### config.mk
export PLATFORM = sky130hd
export DESIGN_NAME = secondary_irq
export DESIGN_NICKNAME = d
export VERILOG_FILES = /design/src/logic/irq_pkg.sv /design/src/logic/secondary_irq.sv /design/src/logic/edge_sync.sv /design/src/logic/irq_bank.sv
export SDC_FILE = /design/constraint.sdc
export NUM_CORES = 1
export LEC_CHECK = 0
export ABC_CLOCK_PERIOD_IN_PS = 2800
export BUFFER_PORTS_ARGS = -buffer_cell sky130_fd_sc_hd__buf_2
export CAP_MARGIN = 0
export CORE_ASPECT_RATIO = 1.4
export CORE_UTILIZATION = 60
export DETAILED_ROUTE_END_ITERATION = 10
export GPL_TIMING_DRIVEN = 0
export PLACE_DENSITY = 0.95
export REMOVE_ABC_BUFFERS = 1
export SLEW_MARGIN = 20
export SYNTH_ARGS = -nofsm -noshare
export SYNTH_HDL_FRONTEND = slang
export SYNTH_HIERARCHICAL = 1
export SYNTH_SLANG_ARGS = --single-unit
### constraint.sdc
create_clock -name clock -period 2.8 [get_ports clock]
set_clock_uncertainty 0.05 [all_clocks]
set_input_delay 0.14 -clock clock [delete_from_list [all_inputs] [get_ports clock]]
set_output_delay 0.14 -clock clock [all_outputs]
set_load 0.01 [all_outputs]
### src/logic/irq_pkg.sv
// Shared constants and carrier types for the secondary interrupt block.
// Assumes a 32-bit register bus with byte addresses; a register index maps to byte address index*4.
package irq_pkg;

    // ****************************************
    // Register indices (byte address = index * 4)
    // ****************************************
    localparam logic [15:0] STATUS1_IDX = 16'h4011;
    localparam logic [15:0] STATUS4_IDX = 16'h4014;
    localparam logic [15:0] MASK1_IDX = 16'h4019;
    localparam logic [15:0] MASK4_IDX = 16'h401c;
    localparam logic [15:0] CMPCFG_IDX = 16'h4020;

    localparam int ADDR_W = 18;
    localparam int DATA_W = 32;
    localparam int REG_W = 16;
    localparam int CMP_N = 4;
    localparam int EV_W = 12;

    // ****************************************
    // Bit positions
    // ****************************************
    localparam int BIT_SUPPLY_LOW = 15;
    localparam int BIT_BUTTON = 12;
    localparam int BIT_TIMEOUT = 11;
    localparam int BIT_DATA_READY = 8;
    localparam int BIT_CMP_LO = 4;
    localparam int BIT_PERIODIC = 3;
    localparam int BIT_ALARM = 2;
    localparam int BIT_XTAL_START = 7;
    localparam int BIT_TAMPER = 6;

    // ****************************************
    // Implemented bits and reset values
    // ****************************************
    localparam logic [15:0] STATUS1_IMPL = 16'h99fc;
    localparam logic [15:0] MASK1_IMPL = 16'h99fc;
    localparam logic [15:0] MASK1_RST = 16'h99fc;
    localparam logic [15:0] STATUS4_IMPL = 16'h00c0;
    localparam logic [15:0] MASK4_IMPL = 16'h0080;
    localparam logic [15:0] MASK4_RST = 16'h0080;
    localparam logic [3:0] CMPCFG_RST = 4'hf;
    localparam logic [15:0] PAD_ZERO = 16'h0000;

    // Event condition levels, as they arrive from the analogue side
    typedef struct packed {
        logic systemSupplyLowEvent;
        logic powerButtonEvent;
        logic timeoutGuardExpiredEvent;
        logic auxConverterDataReadyEvent;
        logic [3:0] comparatorMatchEvents;
        logic calendarPeriodicEvent;
        logic calendarAlarmEvent;
        logic crystalStartFailEvent;
        logic crystalTamperEvent;
    } events_s;

    typedef struct packed {
        logic supplyPathPrimaryIrq;
        logic powerButtonPrimaryIrq;
        logic timeoutGuardPrimaryIrq;
        logic auxConverterPrimaryIrq;
        logic calendarPrimaryIrq;
    } primary_s;

endpackage : irq_pkg

### src/logic/secondary_irq.sv
// Secondary interrupt latch and mask block: groups 1 and 4, Avalon-MM slave with waitrequest.
// Assumes event levels come from other clock domains; one level interrupt line to the host.
//
// Contract
// RL1 - The power-button status bit 12 of group 1 sets on both edges of the button event.
// RL2 - Writing one to a status bit clears it, writing zero leaves it alone.
// RL3 - A set mask bit keeps its event off the primary interrupt.
// RL4 - Status bits latch and read back whatever the mask holds.
// RL5 - Mask 0 lets an event through, mask 1 blocks it.
// RL6 - All mask bits leave reset at 1.
// RL7 - The timeout status bit 11 of group 1 sets on a rising timeout and feeds its primary.
// RL8 - The data-ready status bit 8 of group 1 sets on a rising conversion-done and feeds its primary.
// RL9 - Comparator bits 7:4 of group 1 trigger in the direction chosen by their greater-than setting.
// RL10 - The supply-low status bit 15 of group 1 sets on a rising low condition and feeds its primary.
// RL11 - Periodic bit 3 and alarm bit 2 of group 1 set on rising edges and feed the clock primary.
// RL12 - Crystal start failure sets bit 7 of group 4 on a rising edge, masked by bit 7 of mask 4.
// RL13 - Crystal tamper sets bit 6 of group 4 on both edges.
// RL14 - Crystal tamper has no mask and always reaches the clock primary.
// RL15 - A primary is high while any of its status bits is set and unmasked.
// RL16 - Host software reads, handles, then writes ones to exactly the handled bits.
`timescale 1ns/1ps
module secondary_irq (
    // Clock and reset
    input wire logic clock,
    input wire logic arst_n,
    // Avalon-MM slave
    input wire logic [irq_pkg::ADDR_W-1:0] address,
    input wire logic read,
    input wire logic write,
    input wire logic [irq_pkg::DATA_W-1:0] writedata,
    input wire logic [3:0] byteenable,
    output logic [irq_pkg::DATA_W-1:0] readdata,
    output logic waitrequest,
    // Event conditions
    input wire irq_pkg::events_s eventLevels,
    // Interrupts
    output irq_pkg::primary_s primaryIrq,
    output logic irqLine
);

    // ****************************************
    // Lane and decode helpers
    // ****************************************
    function automatic logic [15:0] laneMask(input logic [3:0] be);
        laneMask = {{8{be[1]}}, {8{be[0]}}};
    endfunction : laneMask

    function automatic logic [31:0] padWord(input logic [15:0] v);
        padWord = {irq_pkg::PAD_ZERO, v};
    endfunction : padWord

    logic [15:0] regIdx;
    logic hitStatus1, hitStatus4, hitMask1, hitMask4, hitCmpCfg;
    logic reqTake, wrTake, rdLoad;
    logic [15:0] lanes, wdLow;

    assign regIdx = address[17:2];
    assign hitStatus1 = regIdx == irq_pkg::STATUS1_IDX;
    assign hitStatus4 = regIdx == irq_pkg::STATUS4_IDX;
    assign hitMask1 = regIdx == irq_pkg::MASK1_IDX;
    assign hitMask4 = regIdx == irq_pkg::MASK4_IDX;
    assign hitCmpCfg = regIdx == irq_pkg::CMPCFG_IDX;
    // Request answered one cycle after it is first seen
    assign reqTake = (read || write) && !waitrequest;
    assign wrTake = write && !waitrequest;
    assign rdLoad = read && waitrequest;
    assign lanes = laneMask(byteenable);
    assign wdLow = writedata[15:0];

    // ****************************************
    // Event synchronisation
    // ****************************************
    logic [irq_pkg::EV_W-1:0] riseVec, fallVec;
    irq_pkg::events_s riseEv, fallEv;

    edge_sync u_edge_sync (
        .clock(clock),
        .arst_n(arst_n),
        .levelAsync(eventLevels),
        .rise(riseVec),
        .fall(fallVec)
    );

    assign riseEv = riseVec;
    assign fallEv = fallVec;

    // ****************************************
    // Comparator direction
    // ****************************************
    logic [3:0] cmpGt_r, cmpGt_nxt, cmpSet;

    // Greater-than picks the rising crossing, otherwise the falling one
    assign cmpSet = (cmpGt_r & riseEv.comparatorMatchEvents) | (~cmpGt_r & fallEv.comparatorMatchEvents); // RL9
    assign cmpGt_nxt = (wrTake && hitCmpCfg && byteenable[0]) ? writedata[3:0] : cmpGt_r;

    // ****************************************
    // Set and clear vectors
    // ****************************************
    logic [15:0] set1, set4, clr1, clr4;

    always_comb
    begin
        set1 = '0;
        set4 = '0;
        set1[irq_pkg::BIT_BUTTON] = riseEv.powerButtonEvent | fallEv.powerButtonEvent; // RL1
        set1[irq_pkg::BIT_TIMEOUT] = riseEv.timeoutGuardExpiredEvent; // RL7
        set1[irq_pkg::BIT_DATA_READY] = riseEv.auxConverterDataReadyEvent; // RL8
        set1[irq_pkg::BIT_CMP_LO +: irq_pkg::CMP_N] = cmpSet; // RL9
        set1[irq_pkg::BIT_SUPPLY_LOW] = riseEv.systemSupplyLowEvent; // RL10
        set1[irq_pkg::BIT_PERIODIC] = riseEv.calendarPeriodicEvent; // RL11
        set1[irq_pkg::BIT_ALARM] = riseEv.calendarAlarmEvent; // RL11
        set4[irq_pkg::BIT_XTAL_START] = riseEv.crystalStartFailEvent; // RL12
        set4[irq_pkg::BIT_TAMPER] = riseEv.crystalTamperEvent | fallEv.crystalTamperEvent; // RL13
    end

    // Only ones clear; zero lanes and zero bits keep their state
    assign clr1 = (wrTake && hitStatus1) ? (wdLow & lanes) : '0; // RL2
    assign clr4 = (wrTake && hitStatus4) ? (wdLow & lanes) : '0; // RL2

    // ****************************************
    // Status and mask banks
    // ****************************************
    logic [15:0] stat1, stat4, mask1, mask4, pend1, pend4;

    irq_bank #(
        .STATUS_IMPL(irq_pkg::STATUS1_IMPL),
        .MASK_IMPL(irq_pkg::MASK1_IMPL),
        .MASK_RST(irq_pkg::MASK1_RST)
    ) u_bank1 (
        .clock(clock),
        .arst_n(arst_n),
        .setBits(set1),
        .clrBits(clr1),
        .maskWe(wrTake && hitMask1),
        .maskLanes(lanes),
        .maskData(wdLow),
        .status_r(stat1),
        .mask_r(mask1),
        .pending(pend1)
    );

    // Tamper bit has no mask bit here, so it always passes
    irq_bank #(
        .STATUS_IMPL(irq_pkg::STATUS4_IMPL),
        .MASK_IMPL(irq_pkg::MASK4_IMPL),
        .MASK_RST(irq_pkg::MASK4_RST)
    ) u_bank4 (
        .clock(clock),
        .arst_n(arst_n),
        .setBits(set4),
        .clrBits(clr4),
        .maskWe(wrTake && hitMask4),
        .maskLanes(lanes),
        .maskData(wdLow),
        .status_r(stat4),
        .mask_r(mask4),
        .pending(pend4)
    );

    // ****************************************
    // Primary interrupts
    // ****************************************
    irq_pkg::primary_s primary_nxt;
    logic irq_nxt;

    assign primary_nxt.supplyPathPrimaryIrq = pend1[irq_pkg::BIT_SUPPLY_LOW]; // RL10
    assign primary_nxt.powerButtonPrimaryIrq = pend1[irq_pkg::BIT_BUTTON]; // RL3
    assign primary_nxt.timeoutGuardPrimaryIrq = pend1[irq_pkg::BIT_TIMEOUT]; // RL7
    assign primary_nxt.auxConverterPrimaryIrq = |pend1[irq_pkg::BIT_DATA_READY:irq_pkg::BIT_CMP_LO]; // RL8
    assign primary_nxt.calendarPrimaryIrq = pend1[irq_pkg::BIT_PERIODIC] | pend1[irq_pkg::BIT_ALARM]
        | pend4[irq_pkg::BIT_XTAL_START] | pend4[irq_pkg::BIT_TAMPER]; // RL14
    assign irq_nxt = |primary_nxt; // RL15

    // ****************************************
    // Read mux
    // ****************************************
    logic [31:0] rdMux;

    // Status reads ignore the mask, unmapped words read zero
    assign rdMux = hitStatus1 ? padWord(stat1) // RL4
        : hitStatus4 ? padWord(stat4)
        : hitMask1 ? padWord(mask1)
        : hitMask4 ? padWord(mask4)
        : hitCmpCfg ? padWord({12'h000, cmpGt_r})
        : '0;

    // ****************************************
    // Registers
    // ****************************************
    always_ff @(posedge clock or negedge arst_n)
    begin
        if (!arst_n)
        begin
            waitrequest <= 1'b1;
            readdata <= '0;
            cmpGt_r <= irq_pkg::CMPCFG_RST;
            primaryIrq <= '0;
            irqLine <= 1'b0;
        end
        else
        begin
            waitrequest <= !((read || write) && waitrequest);
            readdata <= rdLoad ? rdMux : readdata;
            cmpGt_r <= cmpGt_nxt;
            primaryIrq <= primary_nxt; // RL15
            irqLine <= irq_nxt;
        end
    end

    logic seenRst_r;

    always_ff @(posedge clock or negedge arst_n)
    begin
        if (!arst_n)
            seenRst_r <= 1'b0;
        else
            seenRst_r <= 1'b1;
    end
endmodule : secondary_irq

### src/logic/edge_sync.sv
// Three-stage synchroniser with agreement filter and edge pulses for all event inputs.
// Assumes asynchronous level inputs; pulses are one clock wide.
`timescale 1ns/1ps
module edge_sync (
    // Clock and reset
    input wire logic clock,
    input wire logic arst_n,
    // Levels in, edge pulses out
    input wire logic [irq_pkg::EV_W-1:0] levelAsync,
    output logic [irq_pkg::EV_W-1:0] rise,
    output logic [irq_pkg::EV_W-1:0] fall
);
    logic [irq_pkg::EV_W-1:0] s1_r, s2_r, s3_r, level_r;
    logic [irq_pkg::EV_W-1:0] agree;

    // A change counts only once stages two and three agree
    assign agree = ~(s2_r ^ s3_r);
    assign rise = agree & s3_r & ~level_r;
    assign fall = agree & ~s3_r & level_r;

    // Levels high at reset release show up as a rising edge
    always_ff @(posedge clock or negedge arst_n)
    begin
        if (!arst_n)
        begin
            s1_r <= '0;
            s2_r <= '0;
            s3_r <= '0;
            level_r <= '0;
        end
        else
        begin
            s1_r <= levelAsync;
            s2_r <= s1_r;
            s3_r <= s2_r;
            level_r <= (agree & s3_r) | (~agree & level_r);
        end
    end
endmodule : edge_sync

### src/logic/irq_bank.sv
// One sticky status register with write-one-to-clear and its mask register.
// Assumes set and clear vectors arrive synchronous to clock.
`timescale 1ns/1ps
module irq_bank #(
    parameter logic [15:0] STATUS_IMPL = 16'h0000,
    parameter logic [15:0] MASK_IMPL = 16'h0000,
    parameter logic [15:0] MASK_RST = 16'h0000
) (
    // Clock and reset
    input wire logic clock,
    input wire logic arst_n,
    // Events and software access
    input wire logic [15:0] setBits,
    input wire logic [15:0] clrBits,
    input wire logic maskWe,
    input wire logic [15:0] maskLanes,
    input wire logic [15:0] maskData,
    // State
    output logic [15:0] status_r,
    output logic [15:0] mask_r,
    output logic [15:0] pending
);
    logic [15:0] status_nxt, mask_nxt;

    // Set beats clear in the same cycle
    assign status_nxt = ((status_r & ~clrBits) | setBits) & STATUS_IMPL;
    assign mask_nxt = maskWe ? (((mask_r & ~maskLanes) | (maskData & maskLanes)) & MASK_IMPL) : mask_r;
    // Bits without a mask bit read mask 0, so they always pass
    assign pending = status_r & ~mask_r;

    always_ff @(posedge clock or negedge arst_n)
    begin
        if (!arst_n)
        begin
            status_r <= '0;
            mask_r <= MASK_RST;
        end
        else
        begin
            status_r <= status_nxt;
            mask_r <= mask_nxt;
        end
    end
endmodule : irq_bank

* Word-level counts from Yosys, hierarchy flattened
Index checks and enable logic that the tools add are counted.
** Word-level totals
- Flip-flop bits (word level) :: 114
- Output and inout port bits :: 39
- Word-level logic and storage cells :: 79
** Cells by class
- Equality and inequality tests :: 5
- Mux-type cells :: 7
- Bitwise operators :: 36
- Reductions and logical operators :: 14
** Operators with widths (number)
- $eq A16 B15 Y1 const B :: 5
- $and A16 B16 Y16 :: 4
- $mux W16 :: 4
- $not A16 Y16 :: 3
- $and A12 B12 Y12 :: 3
- $not A12 Y12 :: 3
- $or A16 B16 Y16 :: 2
- $and A8 B8 Y8 :: 3
- $and A11 B11 Y11 :: 2
- $mux W8 :: 2
- $not A8 Y8 :: 2
- $or A8 B8 Y8 :: 2
- $or A12 B12 Y12 :: 1
- $xor A12 B12 Y12 :: 1
- $not A11 Y11 :: 1
- $logic_and A1 B1 Y1 :: 9
- $reduce_or A9 Y1 :: 1
- $and A4 B4 Y4 :: 2
- $or A1 B1 Y1 :: 5
- $reduce_or A5 Y1 :: 1
- $mux W4 :: 1
- $not A4 Y4 :: 1
- $or A4 B4 Y4 :: 1
- $logic_not A1 Y1 :: 2
- $logic_or A1 B1 Y1 :: 1

* Depth between registers and ports, before layout
- Depth after elaboration :: 7
- Gate-level depth with buffers :: 8

* Modules after synthesis
Netlist, hierarchy kept.
** Modules (own cells, without submodules)
- secondary_irq :: instances 1, cells an instance 268, area an instance 2152.1 sq um, sequential area each 681.9 sq um
- edge_sync :: instances 1, cells an instance 132, area an instance 1921.8 sq um, sequential area each 1201.2 sq um
- irq_bank at u_bank1 :: instances 1, cells an instance 90, area an instance 1026.0 sq um, sequential area each 513.0 sq um
- irq_bank at u_bank4 :: instances 1, cells an instance 55, area an instance 457.9 sq um, sequential area each 76.3 sq um

* Least setup slack after synthesis
OpenSTA, ideal clock, no wires.
- Path type :: in2reg
- Start point :: input port address[15] in the netlist's numbering
- End point :: register u_bank4.status_r[6]
- Library setup time :: 0.118 ns
- Arrival :: 1.885 ns
- Required time :: 2.632 ns
- Setup slack :: 0.747 ns
- Cell stages on the path :: 8
- Buffers on the path :: 1
- Cell sequence :: or4b_4 > nor2_4 > nand2_1 > or4_4 > buf_6 > nor2_2 > inv_1 > a21o_1
** On the way
- Word-level cells in the longest chain between the ends :: 6
** RTL lines
- start, declared :: RTL line secondary_irq.sv:27 : input wire logic [irq_pkg::ADDR_W-1:0] address,
- $eq A16 B15 Y1 :: RTL line secondary_irq.sv:59 : assign hitStatus4 = regIdx == irq_pkg::STATUS4_IDX;
- $logic_and A1 B1 Y1 :: RTL line secondary_irq.sv:118 : assign clr4 = (wrTake && hitStatus4) ? (wdLow & lanes) : '0;
- $mux W8 :: RTL line secondary_irq.sv:118
- via clr4[6] :: RTL line secondary_irq.sv:99 : logic [15:0] set1, set4, clr1, clr4;
- $not A8 Y8 :: RTL line irq_bank.sv:26 : assign status_nxt = ((status_r & ~clrBits) | setBits) & STATUS_IMPL;
- $and A8 B8 Y8 :: RTL line irq_bank.sv:26
- $or A8 B8 Y8 :: RTL line irq_bank.sv:26
- via u_bank4.status_nxt[6] :: RTL line irq_bank.sv:23 : logic [15:0] status_nxt, mask_nxt;
- end signal, assigned :: RTL line irq_bank.sv:40 : status_r <= status_nxt;
- end, declared :: RTL line irq_bank.sv:19 : output logic [15:0] status_r,
The timed path passes the listed nets, and every way through them passes these cells.
A chain may end at the register's enable or synchronous reset.

==> impl_results.md <==
- CP arrival: 2.53 ns
- Setup TNS: 0 ns
- WL per Instance: 16.6 um
- Slew @ Worst Pin: 0.783 ns
- Worst setup EP type: register
- Final ANT Viol Nets: 0
- Final period utilization: 0.825
- Most common cell after layout, fill and taps aside: dfrtp_1
- Run status: complete, no violations
- Highest Clock Rate: 433 MHz
- Reg2reg start: waitrequest
- GR Overflow Total: 0
- Final setup viols: 0
- Final Power: 3160 uW
- Largest net degree at the start of global routing: 82
- I/O Buffers: 68
- Root buffer cell: clkbuf_16
- Max-slew violations: 0
- Syn-to-layout area delta: 15.0%
- TritonCTS clock tree: built
- Starting Density: 0.616
- Leakage: 0.00285 uW
- Util after Layout: 0.708
- Worst setup path startpoint: address[15]
- Placer Congestion: 0.862
- # H-tree levels: 3
- Share of post-route cells with drive strength above 1: 0.243
- Synth Warn #: 6
- Setup crit start kind: input pin
- Fin crit period: 2.31 ns
- Slew headroom: 0.477
- Vias in the first global route: 3,830
- Die W: 81.0 um
- Clock buffer count from CTS: 9
- CTS clk-pin slew, worst paths: 0.06 ns
- CP peak stage delay: 0.60 ns
- Num ports: 109
- Vias: 3,801
- CP max FO: 10
- Post-DR vias/cell: 5.51
- Clock latency on the worst-skew pair: 0.34 ns
- Routed WL: 11,500 um
- # nets final: 674
- Ant diodes: 0
- Maximum clock insertion buffer count: 2
- Post-Syn Instances: 494
- RSZ-0062 raised after global routing: no
- Row count: 40
- Gr usage total: 0.274
- # clock sinks: 98
- VDD IR-drop max: 441 uV
- Worst path most repeated cell: nand2_1
- Pwr dens: 525 nW/um^2
- Placed Area: 5440 um^2
- Die Ht: 113 um
- Post-Syn Area: 5240 um^2
- Core area: 8510 um^2
- Avg Inst Size Synth: 10.6 um^2
- Die area: 9110 um^2
- Worst path required time: 3.02 ns
- Max-Cap Viols: 0
- Most frequent cells in the layout: dfrtp_1, buf_2, conb_1, inv_1
- DRC viols: 0
- Post-route cell area: 6020 um^2
- Final Hold Fails: 0
- First-pass GRT wire length: 18,500 um
- Kind of critical path: input pin to register
- First DRT Iteration DRCs: 311
- Crit path max-delay cell type: or4b_4
- Worst min path class: input pin to register
- Crit-path cells: buf_2 -> or4b_4 -> nor4_4 -> nand2_1 -> nor3_2 -> nand2_1 -> mux2_4
- Initial antenna violation count: 0
- Hold Crit Start: writedata[11]
- Dpl hpwl: 7430 um
- Drt pass-1 iters: 5
- Fillers: 584
- WHS: 0.00506 ns
-- worst max-delay path: cells and delay by family --
| family | cells | cell delay [ns] |
|---|---|---|
| simple gates | 5 | 1.95 |
| buf+inv | 1 | 0.10 |
| mux | 1 | 0.34 |
-- area by class of cell --
class | instances | area, um^2 | area share
sequential | 98 | 2470 | 0.410
clock inverter | 3 | 65.1 | 0.0108
clock buffer | 13 | 250 | 0.0415
tap | 105 | 131 | 0.0218
inverter | 36 | 135 | 0.0224
timing repair buffer | 97 | 644 | 0.107
multi-input combinational | 338 | 2320 | 0.386
-- worst paths after layout --
path                       slack, ns  cells after the start             endpoint
min in group asynchronous       0.14                      2            async pin
max in group asynchronous       1.89                      3          waitrequest
setup reg to reg                0.62                      5          readdata[0]
hold reg to reg                 0.30                      0  u_edge_sync/s2_r[2]
hold / removal                 0.005                      2             register
setup / recovery                0.49                      7             register
-- stage by stage --
stage	instances	worst slack (ns)
final	690	0.491
after global routing	690	0.443
after CTS	685	0.145
after detailed placement	647	-0.530
after global placement	645	-0.455
after floorplan	472	0.229
-- metal layers --
| metal | share of wire | track usage |
|---|---|---|
| met1 | 0.37 | 0.310 |
| met2 | 0.51 | 0.455 |
| met3 | 0.058 | 0.0740 |
| met4 | 0.056 | 0.160 |
| met5 | 0 | 0 |
-- what timing repair did --
| item | CTS | global route |
|---|---|---|
| hold buffers | 22 | 2 |
| hold endpoints to repair | 102 | 2 |
| setup buffers | 0 | 3 |
| setup endpoints to repair | 10 | 1 |
| gates resized for setup | 1 | 0 |
| pin swaps | 0 | 1 |
-- where the power goes --
group          switching, uW  internal, uW
clock network            497           806
logic                    172           161
registers               43.5          1480
total                    713          2450
Note: power is estimated with default switching activity, not from simulation.
